File: config.mk
export PLATFORM = sky130hd
export DESIGN_NAME = mlc_link_top
export DESIGN_NICKNAME = d
export VERILOG_FILES = /design/src/include/mlc_pkg.sv /design/src/include/mlc_ser_if.sv /design/src/hw/mlc_ser_tx.sv /design/src/hw/mlc_link_top.sv
export VERILOG_INCLUDE_DIRS = /design/src /design/src/include
export SDC_FILE = /design/constraint.sdc
export NUM_CORES = 1
export LEC_CHECK = 0
export BUFFER_PORTS_ARGS = -buffer_cell sky130_fd_sc_hd__buf_2
export CORE_ASPECT_RATIO = 0.8
export CORE_MARGIN = 8
export CORE_UTILIZATION = 65
export DETAILED_ROUTE_END_ITERATION = 7
export PLACE_DENSITY = 0.84
export SYNTH_ARGS = -nofsm -noshare
export SYNTH_HDL_FRONTEND = slang
export SYNTH_SLANG_ARGS = --single-unit
export TNS_END_PERCENT = 1
File: constraint.sdc
create_clock -name clk -period 6.4 [get_ports clk]
set_input_delay 1.28 -clock clk [delete_from_list [all_inputs] [get_ports clk]]
set_output_delay 1.28 -clock clk [all_outputs]
set_load 0.005 [all_outputs]
File: src/include/mlc_cfg.svh
// Register offsets, field positions, defaults and timing counts of the link block.
`ifndef MLC_CFG_SVH
`define MLC_CFG_SVH
`define MLC_OFF_CTRL 12'h000
`define MLC_OFF_PROTO 12'h004
`define MLC_OFF_AREA 12'h008
`define MLC_OFF_STUP 12'h00C
`define MLC_OFF_STDN 12'h010
`define MLC_OFF_SER 12'h014
`define MLC_OFF_SWAIT 12'h018
`define MLC_OFF_RWAIT 12'h01C
`define MLC_OFF_TXD 12'h020
`define MLC_OFF_STS 12'h024
`define MLC_OFF_MASK 12'h028
`define MLC_OFF_IDX 12'h02C
`define MLC_OFF_ADDR 12'h030
`define MLC_OFF_STATE 12'h034
`define MLC_SER_BAUD 2:0
`define MLC_SER_DLEN 3
`define MLC_SER_PAR 5:4
`define MLC_SER_STOP 6
`define MLC_AREA_DN 7:4
`define MLC_AREA_UP 3:0
`define MLC_ST_SENT 0
`define MLC_ST_RESP 1
`define MLC_ST_TMO 2
`define MLC_ST_CFG 3
`define MLC_ST_ADDR 4
`define MLC_PROTO_1N 3'h2
`define MLC_PROTO_CMN 3'h4
`define MLC_PROTO_F5 3'h5
`define MLC_DEF_PROTO 3'h2
`define MLC_DEF_AREA 8'h00
`define MLC_DEF_STUP 15'h0000
`define MLC_DEF_STDN 15'd500
`define MLC_DEF_SER 7'h1F
`define MLC_DEF_SWAIT 7'd5
`define MLC_DEF_RWAIT 14'd2000
`define MLC_MAX_EM 4'd13
`define MLC_MAX_SWAIT 7'd99
`define MLC_MIN_RWAIT 14'd10
`define MLC_MAX_RWAIT 14'd10000
`define MLC_LIM_WIDE 17'd32767
`define MLC_LIM_DREG 17'd12287
`define MLC_LIM_LREG 17'h0_1FFF
`define MLC_CLK_HZ 10000000
`define MLC_CLK_NS 100
`define MLC_MS_NS 1000000
`define MLC_DIV(b) 16'((`MLC_CLK_HZ + (b) / 2) / (b))
`endif

File: src/include/mlc_pkg.sv
// Types shared by the link block modules.
package mlc_pkg;
    typedef enum logic [3:0] {
        MLC_IDLE = 4'b0001,
        MLC_WAIT = 4'b0010,
        MLC_SEND = 4'b0100,
        MLC_RESP = 4'b1000
    } mlc_state_t;
    typedef enum logic [1:0] {
        MLC_K_PRIMARY = 2'h0,
        MLC_K_BANK = 2'h1,
        MLC_K_LINK = 2'h2,
        MLC_K_FILE = 2'h3
    } mlc_kind_t;
endpackage

File: src/include/mlc_ser_if.sv
// Character request and framing settings passed to the serial transmitter.
`timescale 1ns/1ns
interface mlc_ser_if;
    logic [15:0] div;
    logic dlen8;
    logic [1:0] par;
    logic stop2;
    logic [7:0] data;
    logic go;
    logic busy;
    logic done;
    logic txd;
    modport ctl (output div, dlen8, par, stop2, data, go, input busy, done, txd);
    modport tx (input div, dlen8, par, stop2, data, go, output busy, done, txd);
endinterface

File: src/hw/mlc_ser_tx.sv
// Serial character transmitter with selectable length, parity and stop bits.
`timescale 1ns/1ns
module mlc_ser_tx (
    // Clock and reset.
    input wire logic clk,
    input wire logic sys_rst,
    // Character request.
    mlc_ser_if.tx ser
);
    logic [11:0] frame_ff;
    logic [3:0] left_ff;
    logic [15:0] baud_ff;
    logic busy_ff;
    logic done_ff;
    logic [15:0] div_ff;
    logic pbit;
    logic [11:0] nxt_frame;
    logic [3:0] nxt_left;

    // Frame is built low bit first; spare high bits are idle ones.
    always_comb begin
        pbit = (ser.dlen8 ? ^ser.data : ^ser.data[6:0]) ^ (ser.par == 2'h2);
        if (ser.par == 2'h0) begin
            pbit = 1'b1;
        end
        nxt_frame = ser.dlen8 ? {2'b11, pbit, ser.data, 1'b0}
                              : {3'b111, pbit, ser.data[6:0], 1'b0};
        nxt_left = 4'd9 + {3'b000, ser.dlen8} + {3'b000, ser.par != 2'h0}
                   + {3'b000, ser.stop2};
    end

    // Shift one bit per baud period.
    always_ff @(posedge clk) begin
        done_ff <= 1'b0;
        if (sys_rst) begin
            frame_ff <= 12'hFFF;
            left_ff <= 4'h0;
            baud_ff <= 16'h0000;
            busy_ff <= 1'b0;
            div_ff <= 16'h0001;
        end else if (!busy_ff) begin
            if (ser.go) begin
                frame_ff <= nxt_frame;
                left_ff <= nxt_left;
                div_ff <= ser.div;
                baud_ff <= 16'h0000;
                busy_ff <= 1'b1;
            end
        end else if (baud_ff == div_ff - 16'h0001) begin
            baud_ff <= 16'h0000;
            frame_ff <= {1'b1, frame_ff[11:1]};
            left_ff <= left_ff - 4'h1;
            if (left_ff == 4'h1) begin
                busy_ff <= 1'b0;
                done_ff <= 1'b1;
            end
        end else begin
            baud_ff <= baud_ff + 16'h0001;
        end
    end

    // Spare frame bits and shifted-in bits are ones, so the flop idles high by itself.
    assign ser.txd = frame_ff[0];
    assign ser.busy = busy_ff;
    assign ser.done = done_ff;
endmodule

File: src/hw/mlc_link_top.sv
// Link configuration registers, command timing and serial framing for the controller link.
`timescale 1ns/1ns
`include "mlc_cfg.svh"
module mlc_link_top #(
    parameter int CYC_PER_MS = `MLC_MS_NS / `MLC_CLK_NS
) (
    // Clock and reset.
    input wire logic clk,
    input wire logic sys_rst,
    // AXI4-Lite write channels.
    input wire logic [11:0] s_axi_awaddr,
    input wire logic s_axi_awvalid,
    output logic s_axi_awready,
    input wire logic [31:0] s_axi_wdata,
    input wire logic [3:0] s_axi_wstrb,
    input wire logic s_axi_wvalid,
    output logic s_axi_wready,
    output logic [1:0] s_axi_bresp,
    output logic s_axi_bvalid,
    input wire logic s_axi_bready,
    // AXI4-Lite read channels.
    input wire logic [11:0] s_axi_araddr,
    input wire logic s_axi_arvalid,
    output logic s_axi_arready,
    output logic [31:0] s_axi_rdata,
    output logic [1:0] s_axi_rresp,
    output logic s_axi_rvalid,
    input wire logic s_axi_rready,
    // Serial link to the controller.
    output logic txd,
    input wire logic rxd,
    // Interrupt.
    output logic irq
);
    mlc_ser_if ser ();
    mlc_pkg::mlc_state_t state_ff;
    logic aw_ok_ff, w_ok_ff, bvalid_ff, rvalid_ff, arready_ff, irq_ff, apply_ff, txgo_ff;
    logic [11:0] awaddr_ff;
    logic [31:0] wdata_ff, rdata_ff, nxt_rdata, idx_ff, addr_ff;
    logic [2:0] proto_pd_ff, proto_act_ff;
    logic [7:0] area_pd_ff, area_act_ff, txbyte_ff;
    logic [14:0] stup_pd_ff, stdn_pd_ff, stup_act_ff, stdn_act_ff;
    logic [6:0] ser_pd_ff, ser_act_ff, swait_pd_ff, swait_act_ff, ser_eff, swait_eff;
    logic [13:0] rwait_pd_ff, rwait_act_ff, rwait_eff;
    logic [4:0] sts_ff, mask_ff, sts_set;
    logic [15:0] pre_ff;
    logic [13:0] ms_ff;
    logic do_wr, pd_ok, up_ok, dn_ok;
    logic [16:0] sum_up, sum_dn;

    // Upper address bound of an area for a protocol; zero marks an invalid code.
    function automatic logic [16:0] area_lim(input logic [2:0] pr, input logic [3:0] ar);
        logic [16:0] l;
        l = 17'h0_0000;
        if (pr == `MLC_PROTO_1N) begin
            if (ar <= `MLC_MAX_EM) begin
                l = `MLC_LIM_WIDE;
            end
        end else if (ar == 4'h0) begin
            l = `MLC_LIM_DREG;
        end else if (ar == 4'h1) begin
            l = `MLC_LIM_LREG;
        end else if (ar == 4'h2) begin
            l = `MLC_LIM_WIDE;
        end
        return l;
    endfunction

    // Kind of memory area the code selects under the active protocol.
    function automatic mlc_pkg::mlc_kind_t area_kind(input logic [3:0] ar);
        mlc_pkg::mlc_kind_t k;
        k = mlc_pkg::MLC_K_PRIMARY;
        if (proto_act_ff == `MLC_PROTO_1N) begin
            k = (ar == 4'h0) ? mlc_pkg::MLC_K_PRIMARY : mlc_pkg::MLC_K_BANK;
        end else if (ar == 4'h1) begin
            k = mlc_pkg::MLC_K_LINK;
        end else if (ar == 4'h2) begin
            k = mlc_pkg::MLC_K_FILE;
        end
        return k;
    endfunction

    // Whole pending set must be legal; a bad set leaves the old one in force.
    always_comb begin
        pd_ok = (proto_pd_ff == `MLC_PROTO_1N) || (proto_pd_ff == `MLC_PROTO_CMN)
                || (proto_pd_ff == `MLC_PROTO_F5);
        pd_ok = pd_ok && (area_lim(proto_pd_ff, area_pd_ff[`MLC_AREA_UP]) != 17'h0_0000)
                && (area_lim(proto_pd_ff, area_pd_ff[`MLC_AREA_DN]) != 17'h0_0000)
                && ({2'b00, stup_pd_ff} <= area_lim(proto_pd_ff, area_pd_ff[`MLC_AREA_UP]))
                && ({2'b00, stdn_pd_ff} <= area_lim(proto_pd_ff, area_pd_ff[`MLC_AREA_DN]));
        pd_ok = pd_ok && (ser_pd_ff[`MLC_SER_BAUD] >= 3'h3) && (ser_pd_ff[`MLC_SER_PAR] != 2'h3)
                && (swait_pd_ff <= `MLC_MAX_SWAIT) && (rwait_pd_ff >= `MLC_MIN_RWAIT)
                && (rwait_pd_ff <= `MLC_MAX_RWAIT);
    end

    // The 1:N protocol ignores framing and timing settings.
    always_comb begin
        if (proto_act_ff == `MLC_PROTO_1N) begin
            ser_eff = `MLC_DEF_SER;
            swait_eff = `MLC_DEF_SWAIT;
            rwait_eff = `MLC_DEF_RWAIT;
        end else begin
            ser_eff = ser_act_ff;
            swait_eff = swait_act_ff;
            rwait_eff = rwait_act_ff;
        end
        case (ser_eff[`MLC_SER_BAUD])
            3'h3: ser.div = `MLC_DIV(9600);
            3'h4: ser.div = `MLC_DIV(19200);
            3'h5: ser.div = `MLC_DIV(38400);
            3'h6: ser.div = `MLC_DIV(57600);
            default: ser.div = `MLC_DIV(115200);
        endcase
    end

    assign ser.dlen8 = ser_eff[`MLC_SER_DLEN];
    assign ser.par = ser_eff[`MLC_SER_PAR];
    assign ser.stop2 = ser_eff[`MLC_SER_STOP];
    assign ser.data = txbyte_ff;
    assign ser.go = (state_ff == mlc_pkg::MLC_WAIT) && (ms_ff >= {7'h00, swait_eff});

    mlc_ser_tx u_tx (
        .clk(clk),
        .sys_rst(sys_rst),
        .ser(ser)
    );

    // Write address and data are taken in either order; the response follows both.
    assign do_wr = aw_ok_ff && w_ok_ff && !bvalid_ff;
    always_ff @(posedge clk) begin
        if (sys_rst) begin
            aw_ok_ff <= 1'b0;
            w_ok_ff <= 1'b0;
            bvalid_ff <= 1'b0;
            awaddr_ff <= 12'h000;
            wdata_ff <= 32'h0000_0000;
        end else begin
            if (s_axi_awvalid && !aw_ok_ff) begin
                aw_ok_ff <= 1'b1;
                awaddr_ff <= s_axi_awaddr;
            end
            if (s_axi_wvalid && !w_ok_ff) begin
                w_ok_ff <= 1'b1;
                wdata_ff <= s_axi_wdata;
            end
            if (do_wr) begin
                bvalid_ff <= 1'b1;
            end else if (bvalid_ff && s_axi_bready) begin
                bvalid_ff <= 1'b0;
                aw_ok_ff <= 1'b0;
                w_ok_ff <= 1'b0;
            end
        end
    end

    // Pending settings; the byte strobes are honoured as whole-word writes.
    always_ff @(posedge clk) begin
        apply_ff <= 1'b0;
        txgo_ff <= 1'b0;
        if (sys_rst) begin
            proto_pd_ff <= `MLC_DEF_PROTO;
            area_pd_ff <= `MLC_DEF_AREA;
            stup_pd_ff <= `MLC_DEF_STUP;
            stdn_pd_ff <= `MLC_DEF_STDN;
            ser_pd_ff <= `MLC_DEF_SER;
            swait_pd_ff <= `MLC_DEF_SWAIT;
            rwait_pd_ff <= `MLC_DEF_RWAIT;
            mask_ff <= 5'h00;
            idx_ff <= 32'h0000_0000;
            txbyte_ff <= 8'h00;
        end else if (do_wr && (s_axi_wstrb != 4'h0)) begin
            case (awaddr_ff)
                `MLC_OFF_CTRL: apply_ff <= wdata_ff[0];
                `MLC_OFF_PROTO: proto_pd_ff <= wdata_ff[2:0];
                `MLC_OFF_AREA: area_pd_ff <= wdata_ff[7:0];
                `MLC_OFF_STUP: stup_pd_ff <= wdata_ff[14:0];
                `MLC_OFF_STDN: stdn_pd_ff <= wdata_ff[14:0];
                `MLC_OFF_SER: ser_pd_ff <= wdata_ff[6:0];
                `MLC_OFF_SWAIT: swait_pd_ff <= wdata_ff[6:0];
                `MLC_OFF_RWAIT: rwait_pd_ff <= wdata_ff[13:0];
                `MLC_OFF_MASK: mask_ff <= wdata_ff[4:0];
                `MLC_OFF_IDX: idx_ff <= wdata_ff;
                `MLC_OFF_TXD: begin
                    txbyte_ff <= wdata_ff[7:0];
                    txgo_ff <= 1'b1;
                end
                default: ;
            endcase
        end
    end

    // Active settings change only on apply, and only when the whole set is legal.
    always_ff @(posedge clk) begin
        if (sys_rst) begin
            proto_act_ff <= `MLC_DEF_PROTO;
            area_act_ff <= `MLC_DEF_AREA;
            stup_act_ff <= `MLC_DEF_STUP;
            stdn_act_ff <= `MLC_DEF_STDN;
            ser_act_ff <= `MLC_DEF_SER;
            swait_act_ff <= `MLC_DEF_SWAIT;
            rwait_act_ff <= `MLC_DEF_RWAIT;
        end else if (apply_ff && pd_ok) begin
            proto_act_ff <= proto_pd_ff;
            area_act_ff <= area_pd_ff;
            stup_act_ff <= stup_pd_ff;
            stdn_act_ff <= stdn_pd_ff;
            ser_act_ff <= ser_pd_ff;
            swait_act_ff <= swait_pd_ff;
            rwait_act_ff <= rwait_pd_ff;
        end
    end

    // Word address is start plus word index; a direction past its area keeps its old address.
    assign sum_up = {2'b00, stup_act_ff} + {1'b0, idx_ff[15:0]};
    assign sum_dn = {2'b00, stdn_act_ff} + {1'b0, idx_ff[31:16]};
    assign up_ok = sum_up <= area_lim(proto_act_ff, area_act_ff[`MLC_AREA_UP]);
    assign dn_ok = sum_dn <= area_lim(proto_act_ff, area_act_ff[`MLC_AREA_DN]);
    always_ff @(posedge clk) begin
        if (sys_rst) begin
            addr_ff <= 32'h0000_0000;
        end else begin
            if (up_ok) begin
                addr_ff[15:0] <= sum_up[15:0];
            end
            if (dn_ok) begin
                addr_ff[31:16] <= sum_dn[15:0];
            end
        end
    end

    // Millisecond prescaler runs only while a wait is being timed.
    always_ff @(posedge clk) begin
        if (sys_rst || (state_ff == mlc_pkg::MLC_IDLE) || (state_ff == mlc_pkg::MLC_SEND)) begin
            pre_ff <= 16'h0000;
            ms_ff <= 14'h0000;
        end else if (pre_ff == 16'(CYC_PER_MS - 1)) begin
            pre_ff <= 16'h0000;
            ms_ff <= ms_ff + 14'h0001;
        end else begin
            pre_ff <= pre_ff + 16'h0001;
        end
    end

    // Command sequence: send wait, character out, then wait for the reply start bit.
    always_ff @(posedge clk) begin
        if (sys_rst) begin
            state_ff <= mlc_pkg::MLC_IDLE;
        end else begin
            case (state_ff)
                mlc_pkg::MLC_IDLE: if (txgo_ff) state_ff <= mlc_pkg::MLC_WAIT;
                mlc_pkg::MLC_WAIT: if (ser.go) state_ff <= mlc_pkg::MLC_SEND;
                mlc_pkg::MLC_SEND: if (ser.done) state_ff <= mlc_pkg::MLC_RESP;
                mlc_pkg::MLC_RESP: begin
                    if (!rxd || (ms_ff >= rwait_eff)) begin
                        state_ff <= mlc_pkg::MLC_IDLE;
                    end
                end
                default: state_ff <= mlc_pkg::MLC_IDLE;
            endcase
        end
    end

    // Sticky events; a set in the clearing cycle survives the clear.
    always_comb begin
        sts_set = 5'h00;
        sts_set[`MLC_ST_SENT] = ser.done;
        sts_set[`MLC_ST_RESP] = (state_ff == mlc_pkg::MLC_RESP) && !rxd;
        sts_set[`MLC_ST_TMO] = (state_ff == mlc_pkg::MLC_RESP) && rxd && (ms_ff >= rwait_eff);
        sts_set[`MLC_ST_CFG] = apply_ff && !pd_ok;
        sts_set[`MLC_ST_ADDR] = !up_ok || !dn_ok;
    end
    always_ff @(posedge clk) begin
        if (sys_rst) begin
            sts_ff <= 5'h00;
            irq_ff <= 1'b0;
        end else begin
            if (do_wr && (awaddr_ff == `MLC_OFF_STS)) begin
                sts_ff <= (sts_ff & ~wdata_ff[4:0]) | sts_set;
            end else begin
                sts_ff <= sts_ff | sts_set;
            end
            irq_ff <= |(sts_ff & mask_ff);
        end
    end

    // Read data path; unmapped words read as zero with an OKAY answer.
    always_comb begin
        case (s_axi_araddr)
            `MLC_OFF_PROTO: nxt_rdata = {29'h0, proto_pd_ff};
            `MLC_OFF_AREA: nxt_rdata = {24'h0, area_pd_ff};
            `MLC_OFF_STUP: nxt_rdata = {17'h0, stup_pd_ff};
            `MLC_OFF_STDN: nxt_rdata = {17'h0, stdn_pd_ff};
            `MLC_OFF_SER: nxt_rdata = {25'h0, ser_pd_ff};
            `MLC_OFF_SWAIT: nxt_rdata = {25'h0, swait_pd_ff};
            `MLC_OFF_RWAIT: nxt_rdata = {18'h0, rwait_pd_ff};
            `MLC_OFF_STS: nxt_rdata = {27'h0, sts_ff};
            `MLC_OFF_MASK: nxt_rdata = {27'h0, mask_ff};
            `MLC_OFF_IDX: nxt_rdata = idx_ff;
            `MLC_OFF_ADDR: nxt_rdata = addr_ff;
            `MLC_OFF_STATE: nxt_rdata = {12'h0, 2'(area_kind(area_act_ff[`MLC_AREA_DN])),
                                         2'(area_kind(area_act_ff[`MLC_AREA_UP])),
                                         area_act_ff, state_ff, 1'b0, proto_act_ff};
            default: nxt_rdata = 32'h0000_0000;
        endcase
    end
    always_ff @(posedge clk) begin
        if (sys_rst) begin
            arready_ff <= 1'b0;
            rvalid_ff <= 1'b0;
            rdata_ff <= 32'h0000_0000;
        end else begin
            arready_ff <= 1'b0;
            if (s_axi_arvalid && !arready_ff && !rvalid_ff) begin
                arready_ff <= 1'b1;
                rvalid_ff <= 1'b1;
                rdata_ff <= nxt_rdata;
            end else if (rvalid_ff && s_axi_rready) begin
                rvalid_ff <= 1'b0;
            end
        end
    end

    assign s_axi_awready = !aw_ok_ff;
    assign s_axi_wready = !w_ok_ff;
    assign s_axi_bvalid = bvalid_ff;
    assign s_axi_bresp = 2'b00;
    assign s_axi_arready = arready_ff;
    assign s_axi_rvalid = rvalid_ff;
    assign s_axi_rdata = rdata_ff;
    assign s_axi_rresp = 2'b00;
    assign txd = ser.txd;
    assign irq = irq_ff;
endmodule

=== After elaboration in Yosys (flattened, before gate mapping) ===
Index checks and enable logic that the tools add are counted.

* Add/sub/neg operators: 10
* $mul: 0
* Divide/modulo/power cells: 0
* Order comparisons: 14
* Equality and inequality tests: 53
* Shift operators: 0
* Multiplexer cells: 68
* Bitwise logic cells: 10
* Reduce and logical (&&, ||, !) cells: 73

{| class="wikitable"
|+ Operators with widths
! kind !! count
|-
| $pmux 32 s12 || 1
|-
| $mux 15 || 18
|-
| $eq 12x6->1 const B || 9
|-
| $eq 12x5->1 const B || 8
|-
| $eq 12x4->1 const B || 4
|-
| $mux 16 || 3
|-
| $pmux 11 s4 || 1
|-
| $mux 12 || 3
|-
| $add 15x16->17 || 2
|-
| $le 15x17->1 || 2
|-
| $le 17x17->1 || 2
|-
| $mux 17 || 2
|-
| $reduce_bool 17->1 || 2
|-
| $add 16x1->16 const B || 2
|-
| $mux 4 || 7
|-
| $logic_and 1x1->1 || 25
|-
| $eq 12x3->1 const B || 2
|-
| $eq 4x1->1 const B || 6
|-
| $reduce_and 2->1 || 12
|-
| $mux 1 || 21
|-
| $eq 4x2->1 const B || 5
|-
| $eq 16x14->1 const B || 1
|-
| $eq 16x16->1 || 1
|-
| $le 4x4->1 const B || 4
|-
| other kinds (42) || 85
|}

* Register bits: 388
* Bits in latches: 0
* RAM bits: 0
* Memory bits (read-only): 0
* Input port bits: 68
* Logic and storage cells: 268
* Memories: 0

=== Longest topological paths before layout ===
* Depth after elaboration: 19
* Gate-level depth with buffers: 18
* Depth with buffers taken out: 17

=== Cells and area by module ===
A second synthesis with hierarchy kept.

* Cell total of the unflattened synthesis: 2462
* Area, all modules: 20226.9 um^2

{| class="wikitable"
|+ By module, submodules not included
! module !! times used !! cells each !! area an instance (um^2) !! seq. area each (um^2)
|-
| mlc_link_top || 1 || 2103 || 17235.3 || 6766.5
|-
| mlc_ser_tx || 1 || 359 || 2991.6 || 960.9
|}

=== Worst setup path before layout ===
No wires, ideal clock.

* Path kind: register to register
* Start: reg idx_ff[3]
* End: reg addr_ff[11]
* Arrival time: 3.555 ns
* Data required time: 6.283 ns
* Path slack: 2.727 ns
* Stages on the path, launching flop included: 18
* Cell sequence: dfxtp_1 ha_1 nand2_1 o311ai_0 a21oi_1 o221ai_1 a31oi_1 xnor2_1 ha_1 nand2_1 nor4_1 nand4_1 nand2_1 o221ai_1 a211oi_1 buf_2 nor2_1 a32o_1

* Cells in the longest elaborated chain, start to end: 2

{| class="wikitable"
|+ Ends and longest elaborated chain
! element !! line !! source
|-
| start, declared || mlc_link_top.sv:39 || <nowiki>logic [31:0] wdata_ff, rdata_ff, nxt_rdata, idx_ff, addr_ff;</nowiki>
|-
| start signal, assigned || mlc_link_top.sv:182 || <nowiki>`MLC_OFF_IDX: idx_ff <= wdata_ff;</nowiki>
|-
| $add 15x16->17 || mlc_link_top.sv:214 || <nowiki>assign sum_up = {2'b00, stup_act_ff} + {1'b0, idx_ff[15:0]};</nowiki>
|-
| net sum_up[13] || mlc_link_top.sv:49 || <nowiki>logic [16:0] sum_up, sum_dn;</nowiki>
|-
| $le 17x17->1 || mlc_link_top.sv:216 || <nowiki>assign up_ok = sum_up <= area_lim(proto_act_ff, area_act_ff[`MLC_AREA_UP]);</nowiki>
|-
| end signal, assigned || mlc_link_top.sv:223 || <nowiki>addr_ff[15:0] <= sum_up[15:0];</nowiki>
|-
| end, declared || mlc_link_top.sv:39 ||
|}

The timed path passes the listed nets, and every way through them passes these cells.
A chain may end at the register's enable or synchronous reset.

=== Worst setup path after layout ===
* Start: reg proto_pd_ff[1]
* End: reg stup_act_ff[12]

* Cells in the longest elaborated chain, start to end: 13
* Elaborated cells between the ends (all ways): 21
* Those cells by class: order compare (2); eq/ne (3); mux (2); reduce/logical (14)

{| class="wikitable"
|+ Ends and longest elaborated chain
! element !! line !! source
|-
| start, declared || mlc_link_top.sv:40 || <nowiki>logic [2:0] proto_pd_ff, proto_act_ff;</nowiki>
|-
| start signal, assigned || mlc_link_top.sv:161 || <nowiki>proto_pd_ff <= `MLC_DEF_PROTO;</nowiki>
|-
| start signal, assigned || mlc_link_top.sv:174 || <nowiki>`MLC_OFF_PROTO: proto_pd_ff <= wdata_ff[2:0];</nowiki>
|-
| parallel branches: the longest is 6 deep, another holds $le 15x17->1 || -- ||
|-
| $logic_and 1x1->1 (*) || mlc_link_top.sv:87 || <nowiki>pd_ok = pd_ok && (area_lim(proto_pd_ff, area_pd_ff[`MLC_AREA_UP]) != 17'h0_0000)</nowiki>
|-
| $logic_and 1x1->1 (*) (5 in a row) || mlc_link_top.sv:91 || <nowiki>pd_ok = pd_ok && (ser_pd_ff[`MLC_SER_BAUD] >= 3'h3) && (ser_pd_ff[`MLC_SER_PAR] != 2'h3)</nowiki>
|-
| $logic_and 1x1->1 (*) || mlc_link_top.sv:202 || <nowiki>end else if (apply_ff && pd_ok) begin</nowiki>
|-
| end signal, assigned || mlc_link_top.sv:197 || <nowiki>stup_act_ff <= `MLC_DEF_STUP;</nowiki>
|-
| end signal, assigned || mlc_link_top.sv:205 || <nowiki>stup_act_ff <= stup_pd_ff;</nowiki>
|-
| end, declared || mlc_link_top.sv:42 || <nowiki>logic [14:0] stup_pd_ff, stdn_pd_ff, stup_act_ff, stdn_act_ff;</nowiki>
|}

Mark *: on every way between the ends.

==> results.md <==
* Synth Register Bits at 380
* Cells after Synth at 2327
* Max_slew headroom at 0.1754
* Num Clock Sinks at 380
* Seq pwr share at 0.493
* Starting DRT DRC Count at 2235
* Max-cap viol count at 0
* Top_reg_cell synth: dfxtp_1
* VDD IR-drop max at 262.2 uV
* Final setup margin at 1340 ps
* Fillers at 2337
* Post-CTS Setup Inserts at 0
* CP max stage delay at 700 ps
* Post-Syn Area at 19640 sq um
* Global Route Usage Sum at 0.3427
* Clock Skews at ~11 ps
* CTS buffer count at 39
* Crit. End Element: register
* Tmin final at 5060 ps
* Hold Buf Count CTS at 0
* DRC at 6
* Fin crit share at 0.7906
* Sum of negative setup slack at 0 ps
* Final antenna-violating net count at 0
* Synth Area in Simple Gates at 0.2028
* R2r setup slk at 1340 ps
* Number of synthesized flops with an enable pin at 0
* Most frequent cell after synthesis: dfxtp_1
* Top cells by area, synth: dfxtp_1, ha_1, mux2i_1
* Die Ht at roughly 170 um
* First-pass GRT wire length at 98.63 mm
* RR Endpoint: stup_act_ff[12]
* Root buf cell: clkbuf_16
* Max FO, Critical Path at 30
* Num ports at 111
* Synth Warn # at 0
* Library cells used by synthesis at 81
* Crit path max-delay cell type: nor3b_1
* Net Sw Frac at 0.2319
* Post-DP HPWL at 44.74 mm
* Synth Area in XOR/XNOR at 0.03593
* Hold slack at 456.7 ps
* Die ar. at ~36000 sq um
* Synth area leader: dfxtp_1
* Crit path launch type: register
* RSZ-0062 raised after global routing: no
* CP required at 6790 ps
* Setup slack at placement at 1477 ps
* Largest net degree at the start of global routing at ~150
* Final setup fails at 0
* ANT cells at 0
* Comb power frac at 0.042
* Static leakage at 9.087 nW
* Port bufs at 106
* Post_cts resized at 0
* Mux share of post-synthesis cell area at 0.07250
* Reg area at 7607 sq um
* Cells on worst reg2reg path at 14
* Crit Path Category: reg -> reg
* Deepest clock path buffer count at 3
* Sequential element share of the synthesized area at 0.3873
* Layout cells sized above 1 at 0.09478
* Sw power at 0.001154 W
* Vias at 18582
* Worst Path Arrival at 5450 ps
* Synthesized area per cell at around 8.4 sq um
* Clock-pin transition on the worst setup and hold timing paths at 60 ps
* Reg-to-reg startpoint: proto_pd_ff[1]
* TritonCTS clock tree: yes
* Cell Pwr Density at 230.1 nW/um^2
* Crit path launch: proto_pd_ff[1]
* Layout area overhead at 10.10%
* Worst-margin pin slew at 1233 ps
* Vias in the first global route at 17607
* RePlAce Congestion at 1.022
* Initial core utilization at 0.6541
* Core area at 30030 sq um
* Failing checks: DRC
* Int Power at 0.003822 W
* Worst-Skew Late Latency at between 500 and 600 ps
* Drt pass-1 iters at 8
* Vias per inst at 6.667
* Fmax at 0.1976 GHz
* Pins Over Slew Limit at 0
* Clock share of power at 0.465
* Row count at 57
* Worst path cell trace: nor3b_1 > nor2_1 > a21oi_1 > inv_1 > ha_1 > a21o_1 > a21o_1 > a211oi_1 > o21ai_0 > a211oi_1 > o2111ai_4 > buf_4 > o31ai_1 > a21oi_1
* Total chip power at 0.004976 W
* Area share of the largest cell type after synthesis at 0.3873
* Synth Area in Compound Gates at 0.1825
* Synth cell count leaders: dfxtp_1, nand2_1, nor2_1
* Final Hold Vio Count at 0
* Initial antenna violation count at 0
* CP endpoint: stup_act_ff[12]
* Final WL at 63.06 mm
* GRT overflow at 0
* Multi-input logic area at 11340 sq um
* CTS HTree Levels at 2
* Die Wd at 210.3 um
* Status: complete, but fails checks
* FFs w/ async S/R, synth at 0
* Main combinational cell family by area after synthesis: simple AND/OR/NAND/NOR gates
* Wirelength per Cell at 22.63 um
* Nets at about 2500
* Synth Area in Adders at 0.07849
* Worst hold path type: reg -> reg
[final cells by class]
cell class | instances | area share
clock inverter | 12 | 0.007002
timing repair buffer | 129 | 0.03356
multi-input combinational | 1757 | 0.5244
inverter | 42 | 0.007291
sequential | 380 | 0.3518
tap | 413 | 0.02390
clock buffer | 54 | 0.05202
[cells by family after synthesis]
family,count (synthesis)
buf+inv,193
simple gates,861
compound gates,551
flops,380
mux,140
fa+ha+maj,122
other cells,1
xor+xnor,79
[power groups by stage]
stage / logic (W) / registers [W] / clock network [W]
CTS: 0.000205 / 0.00245 / 0.00233
finish: 0.000208 / 0.00245 / 0.00232
global placement: 0.000199 / 0.00250 / 0
global route: 0.000229 / 0.00245 / 0.00243
floorplan: 0.000136 / 0.00247 / 0
detailed placement: 0.000204 / 0.00250 / 0
[how the worst min path moves through the flow]
stage / start / to / cells after the start
final: wdata_ff[28] / idx_ff[28] / 2
after global routing: wdata_ff[20] / idx_ff[20] / 2
after CTS: wdata_ff[25] / wdata_ff[25] / 2
after detailed placement: addr_ff[15] / addr_ff[15] / 1
after global placement: pre_ff[0] / pre_ff[0] / 1
after floorplan: pre_ff[0] / pre_ff[0] / 1
[metrics by stage]
stage,utilization,cells,cell area (sq um)
after floorplan,-,2330,19650
after global routing,0.7202,2787,21620
after detailed placement,0.6777,2721,20350
after global placement,0.6777,2721,20350
after CTS,0.7202,2787,21620
final,0.7202,2787,21620
[worst max-delay path, delay by kind of cell (launching register included)]
| kind | cells | cell delay (ps) |
|---|---|---|
| AOI/OAI and AO/OA | 9 | 2530 |
| DFF | 1 | 380 |
| and+or+nand+nor | 2 | 810 |
| adders and majority gates | 1 | 370 |
| buffers and inverters | 2 | 790 |
[layer usage]
metal,part of all wire,vias to the layer above,global-route usage
li1,-,8419,-
met1,0.42,8926,0.4822
met2,0.41,1056,0.4972
met3,0.13,179,0.09015
met4,0.036,2,0.1288
met5,0.00049,-,0
[state kept, by name (all words and copies together) (netlist names), 8 cells and up]
signal and cells:
ms_ff 14, u_tx.div_ff 10, rwait_act_ff 14, stup_pd_ff 15, pre_ff 16, stup_act_ff 15, u_tx.frame_ff 10, area_pd_ff 8
u_tx.baud_ff 16, rwait_pd_ff 14, ser.data 8, wdata_ff 32, s_axi_rdata 32, idx_ff 32, area_act_ff 8, stdn_act_ff 15
addr_ff 32, stdn_pd_ff 15, awaddr_ff 12
[cell usage in the layout, fill, tap and decap left out, types with 22 or more instances in the layout]
| cell type | count |
|---|---|
| a21oi_1 | 211 |
| buf_4 | 22 |
| a21o_1 | 27 |
| nand2_1 | 287 |
| nor2_1 | 279 |
| buf_2 | 105 |
| o31ai_1 | 57 |
| mux2i_1 | 131 |
| xor2_1 | 44 |
| inv_1 | 41 |
| xnor2_1 | 34 |
| a221oi_1 | 39 |
| nand3_1 | 40 |
| dfxtp_1 | 380 |
| ha_1 | 120 |
| clkbuf_16 | 41 |
| o21ai_0 | 72 |
| nor2b_1 | 24 |
| nand4_1 | 74 |
| nor3_1 | 42 |
Note: power is estimated with default switching activity, not from simulation.
